--- config.mk ---
export PLATFORM = sky130hd
export DESIGN_NAME = pli_top
export DESIGN_NICKNAME = d
export VERILOG_FILES = /design/src/common/pli_pkg.sv /design/src/common/pli_link_if.sv /design/src/hdl/pli_link_qual.sv /design/src/hdl/pli_top.sv
export SDC_FILE = /design/constraint.sdc
export NUM_CORES = 1
export LEC_CHECK = 0
export BUFFER_PORTS_ARGS = -buffer_cell sky130_fd_sc_hd__clkbuf_2
export CORE_ASPECT_RATIO = 0.7
export CORE_MARGIN = 5
export CORE_UTILIZATION = 30
export CTS_CLUSTER_DIAMETER = 60
export DETAILED_ROUTE_END_ITERATION = 8
export PLACE_DENSITY = 0.44
export SYNTH_ARGS = -nofsm -noshare
export SYNTH_HDL_FRONTEND = slang
export SYNTH_SLANG_ARGS = --single-unit
--- constraint.sdc ---
create_clock -name sys_clk -period 2.2 [get_ports sys_clk]
set_clock_uncertainty 0.2 [all_clocks]
set_input_delay 0.22 -clock sys_clk [delete_from_list [all_inputs] [get_ports sys_clk]]
set_output_delay 0.22 -clock sys_clk [all_outputs]
set_load 0.02 [all_outputs]
--- src/common/pli_pkg.sv ---
package pli_pkg;
  localparam int PLI_CLK_HZ = 50_000_000;
  localparam int PLI_LINK_LOSS_MS = 100;
  localparam int PLI_LINK_LOSS_CYC = PLI_LINK_LOSS_MS * (PLI_CLK_HZ / 1000);
  localparam int PLI_BLINK_MS = 100;
  localparam int PLI_BLINK_CYC = PLI_BLINK_MS * (PLI_CLK_HZ / 1000);
  localparam int PLI_NLP_TO_LINK = 7;
  localparam logic [4:0] PLI_REG_OVERRIDE = 5'h18;
  localparam logic [4:0] PLI_REG_CONTROL = 5'h19;
  localparam logic [15:0] PLI_OVR_MASK = 16'h003f;
  localparam logic [15:0] PLI_CTL_RESET = 16'h0000;
  localparam logic [15:0] PLI_OVR_RESET = 16'h0000;
  localparam int PLI_CTL_MODE_LO = 5;
  localparam int PLI_CTL_MODE_HI = 6;
  localparam int PLI_CTL_ADDR_HI = 4;
  localparam int PLI_OVR_VAL_LSB = 0;
  localparam int PLI_OVR_EN_LSB = 3;
  localparam int PLI_LINK_INDICATOR = 0;
  localparam int PLI_LED_RATE = 1;
  localparam int PLI_LED_AC = 2;
  localparam logic [1:0] PLI_MODE_COL = 2'h0;
  localparam logic [1:0] PLI_MODE_DUP = 2'h2;
  localparam logic [5:0] PLI_PRE_LEN = 6'h20;
  localparam logic [5:0] PLI_OP_LAST = 6'h01;
  localparam logic [5:0] PLI_ADR_LAST = 6'h09;
  localparam logic [5:0] PLI_DAT_LAST = 6'h0f;
  localparam logic [1:0] PLI_OP_RD = 2'h2;
  localparam logic [1:0] PLI_OP_WR = 2'h1;

  typedef enum logic [5:0] {
    PLI_PRE = 6'h01,
    PLI_ST = 6'h02,
    PLI_OP = 6'h04,
    PLI_ADR = 6'h08,
    PLI_TA = 6'h10,
    PLI_DAT = 6'h20
  } pli_mdio_e;
endpackage

--- src/common/pli_link_if.sv ---
`timescale 1ns/1ps
`default_nettype none
interface pli_link_if;
  logic speed_100;
  logic signal_detect;
  logic nlp_strobe;
  logic pkt_ok_10;
  logic rx_active;
  logic link_up;
  modport qual (
    input speed_100, signal_detect, nlp_strobe, pkt_ok_10, rx_active,
    output link_up
  );
  modport core (
    output speed_100, signal_detect, nlp_strobe, pkt_ok_10, rx_active,
    input link_up
  );
endinterface
`default_nettype wire

--- src/hdl/pli_link_qual.sv ---
`timescale 1ns/1ps
`default_nettype none
module pli_link_qual
  import pli_pkg::*;
#(
  parameter int LOSS_CYCLES = PLI_LINK_LOSS_CYC
) (
  input wire logic sys_clk, // Core clock
  input wire logic rst_n, // Async reset, active low
  pli_link_if.qual lk // Raw link status in, qualified link out
);
  localparam int LW = $clog2(LOSS_CYCLES + 1);
  localparam logic [LW-1:0] LOSS_LAST = LW'(LOSS_CYCLES - 1);
  localparam logic [2:0] NLP_LAST = 3'(PLI_NLP_TO_LINK - 1);

  typedef struct packed {
    logic link;
    logic [LW-1:0] loss_cnt;
    logic [2:0] nlp_cnt;
  } pli_qual_s;

  pli_qual_s s, n;
  logic refresh, expire, up_now;

  always_comb begin
    n = s;
    refresh = lk.speed_100 ? lk.signal_detect
            : (lk.nlp_strobe | lk.pkt_ok_10 | lk.rx_active);
    expire = !refresh && (s.loss_cnt == LOSS_LAST);
    // Fast link on signal detect; 10 Mb/s on seventh pulse or a packet
    up_now = lk.speed_100 ? lk.signal_detect
           : (lk.pkt_ok_10 | (lk.nlp_strobe && s.nlp_cnt == NLP_LAST));
    if (refresh) begin
      n.loss_cnt = '0;
    end else if (!expire) begin
      n.loss_cnt = s.loss_cnt + LW'(1);
    end
    if (expire) begin
      n.nlp_cnt = 3'h0;
    end else if (lk.nlp_strobe && s.nlp_cnt != NLP_LAST) begin
      n.nlp_cnt = s.nlp_cnt + 3'h1;
    end
    if (up_now) begin
      n.link = 1'b1;
    end else if (expire) begin
      n.link = 1'b0;
    end
  end

  always_ff @(posedge sys_clk or negedge rst_n) begin
    if (!rst_n) begin
      s <= '0;
    end else begin
      s <= n;
    end
  end

  assign lk.link_up = s.link;
endmodule
`default_nettype wire

--- src/hdl/pli_top.sv ---
`timescale 1ns/1ps
`default_nettype none
module pli_top
  import pli_pkg::*;
#(
  parameter int BLINK_CYCLES = PLI_BLINK_CYC,
  parameter int LOSS_CYCLES = PLI_LINK_LOSS_CYC
) (
  input wire logic sys_clk, // Core clock, 50 MHz
  input wire logic rst_n, // Async reset, active low
  input wire logic mdc, // Management clock, sampled on sys_clk
  input wire logic mdio_in, // Management data, pin level
  output logic mdio_out, // Management data drive value
  output logic mdio_oe, // Management data drive enable
  input wire logic [4:0] phy_addr_strap, // Address strap level
  input wire logic indicator_mode_select, // Strap for mode field bit 0
  input wire logic signal_detect, // 100 Mb/s receive signal present
  input wire logic speed_100, // High when running at 100 Mb/s
  input wire logic full_duplex, // High when full duplex
  input wire logic tx_active, // Transmit activity
  input wire logic rx_active, // Receive activity
  input wire logic mii_col, // MII collision, heartbeat included
  input wire logic nlp_strobe, // One pulse per normal link pulse
  input wire logic pkt_ok_10, // One pulse per valid 10 Mb/s packet
  input wire logic link_indicator_in, // Link pin level, strap
  output logic link_indicator_out, // Link pin drive value
  output logic link_indicator_oe, // Link pin drive enable
  input wire logic rate_indicator_in, // Rate pin level, strap
  output logic rate_indicator_out, // Rate pin drive value
  output logic rate_indicator_oe, // Rate pin drive enable
  input wire logic activity_collision_indicator_in, // Act pin, strap
  output logic activity_collision_indicator_out, // Act pin drive value
  output logic activity_collision_indicator_oe // Act pin drive enable
);
  localparam int BW = $clog2(BLINK_CYCLES + 1);
  localparam logic [BW-1:0] BLINK_LAST = BW'(BLINK_CYCLES - 1);

  typedef struct packed {
    pli_mdio_e st;
    logic [5:0] cnt;
    logic [1:0] op;
    logic [9:0] adr;
    logic [15:0] sh;
    logic rd;
    logic mdc_q;
    logic mdio_out;
    logic mdio_oe;
    logic [15:0] ovr;
    logic [15:0] ctl;
    logic done;
    logic [2:0] pol;
    logic [2:0] led_lvl;
    logic [2:0] led_oe;
    logic [BW-1:0] blink_cnt;
    logic blink_ph;
  } pli_core_s;

  pli_core_s s, n;
  pli_link_if lk ();

  logic [2:0] led_in;
  logic [2:0] func;
  logic [2:0] lit;
  logic [2:0] ovr_en;
  logic [1:0] mode;
  logic act;
  logic col_ok;
  logic [15:0] wr_data;

  // Override reads return the stored override bits, not pin levels
  function automatic logic [15:0] read_reg(input logic [15:0] ovr,
                                           input logic [15:0] ctl,
                                           input logic [4:0] ra);
    logic [15:0] d;
    d = 16'h0000;
    if (ra == PLI_REG_OVERRIDE) begin
      d = ovr & PLI_OVR_MASK;
    end else if (ra == PLI_REG_CONTROL) begin
      d = ctl;
    end
    return d;
  endfunction

  assign lk.speed_100 = speed_100;
  assign lk.signal_detect = signal_detect;
  assign lk.nlp_strobe = nlp_strobe;
  assign lk.pkt_ok_10 = pkt_ok_10;
  assign lk.rx_active = rx_active;

  pli_link_qual #(
    .LOSS_CYCLES(LOSS_CYCLES)
  ) u_qual (
    .sys_clk(sys_clk),
    .rst_n(rst_n),
    .lk(lk)
  );

  assign led_in = {activity_collision_indicator_in, rate_indicator_in,
                   link_indicator_in};

  always_comb begin
    n = s;
    wr_data = {s.sh[14:0], mdio_in};
    n.mdc_q = mdc;
    // Serial management frame, one bit per MDC rising edge
    if (mdc && !s.mdc_q) begin
      unique case (s.st)
        PLI_PRE: begin
          if (mdio_in) begin
            if (s.cnt != PLI_PRE_LEN) begin
              n.cnt = s.cnt + 6'h01;
            end
          end else if (s.cnt == PLI_PRE_LEN) begin
            n.st = PLI_ST;
            n.cnt = 6'h00;
          end else begin
            n.cnt = 6'h00;
          end
        end
        PLI_ST: begin
          n.st = mdio_in ? PLI_OP : PLI_PRE;
          n.cnt = 6'h00;
        end
        PLI_OP: begin
          n.op = {s.op[0], mdio_in};
          if (s.cnt == PLI_OP_LAST) begin
            n.st = PLI_ADR;
            n.cnt = 6'h00;
          end else begin
            n.cnt = s.cnt + 6'h01;
          end
        end
        PLI_ADR: begin
          n.adr = {s.adr[8:0], mdio_in};
          if (s.cnt == PLI_ADR_LAST) begin
            // Five address bits select the register; only two of the thirty-two hold data
            n.st = (s.op == PLI_OP_RD || s.op == PLI_OP_WR) ? PLI_TA
                 : PLI_PRE;
            n.rd = (s.op == PLI_OP_RD) &&
                   (n.adr[9:5] == s.ctl[PLI_CTL_ADDR_HI:0]);
            n.sh = read_reg(s.ovr, s.ctl, n.adr[4:0]);
            n.cnt = 6'h00;
          end else begin
            n.cnt = s.cnt + 6'h01;
          end
        end
        PLI_TA: begin
          if (s.cnt == 6'h00) begin
            n.mdio_oe = s.rd;
            n.mdio_out = 1'b0;
            n.cnt = 6'h01;
          end else begin
            n.st = PLI_DAT;
            n.cnt = 6'h00;
            n.mdio_out = s.sh[15];
            n.sh = {s.sh[14:0], 1'b0};
          end
        end
        PLI_DAT: begin
          if (s.rd) begin
            if (s.cnt == PLI_DAT_LAST) begin
              n.mdio_oe = 1'b0;
              n.mdio_out = 1'b0;
              n.rd = 1'b0;
              n.st = PLI_PRE;
              n.cnt = 6'h00;
            end else begin
              n.mdio_out = s.sh[15];
              n.sh = {s.sh[14:0], 1'b0};
              n.cnt = s.cnt + 6'h01;
            end
          end else begin
            n.sh = wr_data;
            if (s.cnt == PLI_DAT_LAST) begin
              n.st = PLI_PRE;
              n.cnt = 6'h00;
              if (s.op == PLI_OP_WR &&
                  s.adr[9:5] == s.ctl[PLI_CTL_ADDR_HI:0]) begin
                if (s.adr[4:0] == PLI_REG_OVERRIDE) begin
                  n.ovr = wr_data & PLI_OVR_MASK;
                end else if (s.adr[4:0] == PLI_REG_CONTROL) begin
                  n.ctl = wr_data;
                end
              end
            end else begin
              n.cnt = s.cnt + 6'h01;
            end
          end
        end
        default: begin
          n.st = PLI_PRE;
          n.cnt = 6'h00;
          n.rd = 1'b0;
          n.mdio_oe = 1'b0;
        end
      endcase
    end

    // Free-running blink phase
    if (s.blink_cnt == BLINK_LAST) begin
      n.blink_cnt = '0;
      n.blink_ph = !s.blink_ph;
    end else begin
      n.blink_cnt = s.blink_cnt + BW'(1);
    end

    mode = s.ctl[PLI_CTL_MODE_HI:PLI_CTL_MODE_LO];
    act = tx_active | rx_active;
    col_ok = mii_col & !full_duplex;
    func[PLI_LED_RATE] = speed_100;
    if (mode[0]) begin
      func[PLI_LINK_INDICATOR] = lk.link_up;
      func[PLI_LED_AC] = act;
    end else begin
      func[PLI_LINK_INDICATOR] = lk.link_up & !(act & s.blink_ph);
      func[PLI_LED_AC] = (mode == PLI_MODE_DUP) ? full_duplex
                       : col_ok;
    end
    ovr_en = s.ovr[PLI_OVR_EN_LSB +: 3];
    lit = (ovr_en & s.ovr[PLI_OVR_VAL_LSB +: 3]) | (~ovr_en & func);

    // Straps are read while the pins are released, then drive starts
    if (!s.done) begin
      n.done = 1'b1;
      n.pol = led_in;
      n.ctl[PLI_CTL_ADDR_HI:0] = phy_addr_strap;
      n.ctl[PLI_CTL_MODE_LO] = indicator_mode_select;
      n.led_oe = 3'h0;
      n.led_lvl = 3'h0;
    end else begin
      n.led_oe = 3'h7;
      n.led_lvl = lit ^ s.pol;
    end
  end

  always_ff @(posedge sys_clk or negedge rst_n) begin
    if (!rst_n) begin
      s <= '0;
      s.st <= PLI_PRE;
      s.ctl <= PLI_CTL_RESET;
      s.ovr <= PLI_OVR_RESET;
    end else begin
      s <= n;
    end
  end

  assign mdio_out = s.mdio_out;
  assign mdio_oe = s.mdio_oe;
  assign link_indicator_out = s.led_lvl[PLI_LINK_INDICATOR];
  assign rate_indicator_out = s.led_lvl[PLI_LED_RATE];
  assign activity_collision_indicator_out = s.led_lvl[PLI_LED_AC];
  assign link_indicator_oe = s.led_oe[PLI_LINK_INDICATOR];
  assign rate_indicator_oe = s.led_oe[PLI_LED_RATE];
  assign activity_collision_indicator_oe = s.led_oe[PLI_LED_AC];
endmodule
`default_nettype wire

==> results_dict.tcl <==
set metrics [dict create \
    dp_cells 975 \
    outcome "finished, violations left" \
    antenna_found_initial 0 \
    fin_setup_tns_ns -3.15 \
    worst_pin_slew_ns 0.578 \
    grt_first_pass_wirelength_mm 26.2 \
    clockRootBuffer "clkbuf_16" \
    cts.sinks 125 \
    grt_max_degree 39 \
    synth.distinct_cells 61 \
    cp_slowest_stage_delay_ns 0.61 \
    cts_tree "built" \
    reg2reg_to "ovr_en[1]" \
    worstHoldPathCells 3 \
    post-route-util 0.406 \
    instances_no_fill 1032 \
    die_area_um2 24700 \
    clk_latency_ns 0.43 \
    diodes 0 \
    period_minus_slack_ns 2.31 \
    avgSynthCellArea_um2 10.6 \
    synth_edf_count 0 \
    whs_ns 0.0659 \
    rsz0062_at_grt "yes" \
    hold_violations 0 \
    io_pins 29 \
    area_delta_synth_final_pct 34.3 \
    synth_commonest_cells "dfrtp_1, nor2_1, mux2_2" \
    coreArea_um2 21500 \
    dr.pass1.iters 5 \
    critPathMaxFanout 6 \
    synth_seq_cells 125 \
    r2r_start "s[107]" \
    min_from "mdio_in" \
    die_x_um 186 \
    filler_cell_count 2043 \
    fmax_mhz 433 \
    synth_cells 612 \
    gp_congestion 0.799 \
    setup_slack_ns -0.110 \
    reg2reg_slack_ns -0.11 \
    grt_remaining_overflow 0 \
    cts.path.max_buffers 2 \
    drc_errors 0 \
    syn_area_um2 6480 \
    synth_ff_type "dfrtp_1" \
    slowest_stage "or4_4" \
    crit_chain "or4_4, nor2_4, and3_4, and3b_2, mux2_2" \
    setup_viol 41 \
    ir_drop_uv 545 \
    drv_slew 0 \
    yosys.area.top_type "dfrtp_1" \
    drv_cap 0 \
    hold_end "s[96]" \
    final.period_utilization 1.05 \
    finalPower_mw 7.24 \
    place_hpwl_mm 10.9 \
    core.rowCount 45 \
    grt_usage 0.133 \
    synth_most_common_cell "dfrtp_1" \
    ant_nets 0 \
    layout-drive-gt1-share 0.345 \
    worst_r2r_path_depth 5 \
    clk_pin_slew_worst_paths_ns 0.06 \
    p_leak_nw 3.89 \
    arrival_ns 2.42 \
    cp-start-kind "register" \
    async_flop_share 1.00 \
    required_ns 2.31 \
    io_buffers 28 \
    seq_area_frac_synth 0.483 \
    worstHoldPathType "in2reg" \
    synthTopCellsByArea "dfrtp_1, mux2_2, xnor2_1" \
    grt_pass1_vias 5073 \
    nets 767 \
    yosysTopAreaCellShare 0.479 \
    path_class "reg2reg" \
    failed_checks "setup timing" \
    htreeDepth 4 \
    endpoint_kind "register" \
    wl_mm 15.7 \
    routedWlPerCell_um 15.2 \
    syn-num-nets 642 \
    cts_buffers 17 \
    fp.dieH_um 133 \
    max-slew-margin-rel 0.615 \
    viasPerCell 4.83 \
    yosys_warnings 0 \
    initial_core_util 0.302 \
    vias 4988 \
    drtIter0Drc 248 \
    powerDensity_nw_per_um2 833 \
]
[flip-flops by register name, summed over array words and instances (netlist names), 2 cells and up]
signal / cells
s: 87
u_qual.s: 26
ovr_en: 3
mode: 2
[worst max-delay path, delay by kind of cell, from the launching register on]
family	cells	cell delay, ns
AND/OR/NAND/NOR	4	1.23
flip-flops	1	0.41
multiplexers	1	0.36
[metal layers]
layer	vias to the layer above	wire length, µm	track usage
met5	-	0	0
met4	0	167	0.0356
met3	13	667	0.0390
met2	73	6680	0.186
met1	2459	8190	0.198
li1	2443	-	-
[cell usage in the layout, fill, tap and decap left out, drive strengths merged, types with 6 or more instances in the layout]
master and instances:
and2 7, dfrtp 124, a22o 10, nand2 41, a21oi 13, clkbuf 46
nor2 51, mux2i 9, o31ai 12, nor3 17, xor2 28, mux2 49
nand4 16, o221ai 6, ha 9, and3 14, o21ai 18, nand3 27
inv 26, buf 89, nor4 16, dlygate4sd3 15, xnor2 29, o211ai 6
[metrics by stage]
| step | area, µm² | setup slack (ns) |
|---|---|---|
| 6_report | 8700 | -0.110 |
| 5_1_grt | 8700 | -0.169 |
| 4_1_cts | 8490 | -0.130 |
| 3_5_place_dp | 7570 | -0.210 |
| 3_3_place_gp | 7570 | -0.191 |
| 2_1_floorplan | 6560 | -0.0807 |
[how the worst max path moves through the flow]
| stage | from | endpoint | cells after the start |
|---|---|---|---|
| 2_1_floorplan | s[106] | s[104] | 6 |
| 3_3_place_gp | s[98] | s[105] | 7 |
| 3_5_place_dp | s[106] | ovr_en[1] | 5 |
| 4_1_cts | s[99] | s[109] | 7 |
| 5_1_grt | s[99] | s[80] | 8 |
| 6_report | s[107] | ovr_en[1] | 5 |
[cells by family (layout without fill, tap and decap cells)]
| kind of cell | after synthesis | in the layout | share of synthesized area |
|---|---|---|---|
| buffers and inverters | 52 | 190 | 0.0382 |
| other | 1 | 1 | 0.000579 |
| adders and majority gates | 10 | 10 | 0.0191 |
| AOI/OAI and AO/OA | 78 | 78 | 0.0850 |
| DFF | 125 | 125 | 0.483 |
| muxes | 58 | 58 | 0.101 |
| xor gates and xnor gates | 57 | 57 | 0.0771 |
| and+or+nand+nor | 231 | 231 | 0.196 |
[cell type report]
cell class	count	area, µm²	share of cell area
Tap cell	282	353	0.0406
Multi-Input combinational cell	435	3410	0.392
Sequential cell	125	3140	0.360
Inverter	26	97.6	0.0112
Clock inverter	14	194	0.0223
Timing Repair Buffer	132	1070	0.123
Clock buffer	18	439	0.0505
[report_power, final]
part	internal (mW)	switching, mW
Combinational	0.823	0.779
Sequential	2.46	0.154
Clock	1.92	1.10
[timing repair]
| action | CTS | global route |
|---|---|---|
| buffers inserted | 6 | 3 |
| resized for setup | 23 | 37 |
| cloned | 0 | 1 |
| endpoints found under the setup margin | 52 | 65 |
| endpoints found under the hold margin | 46 | 0 |
| pin swaps | 10 | 6 |
| hold buffers | 15 | 0 |
Note: power is estimated with default switching activity, not from simulation.
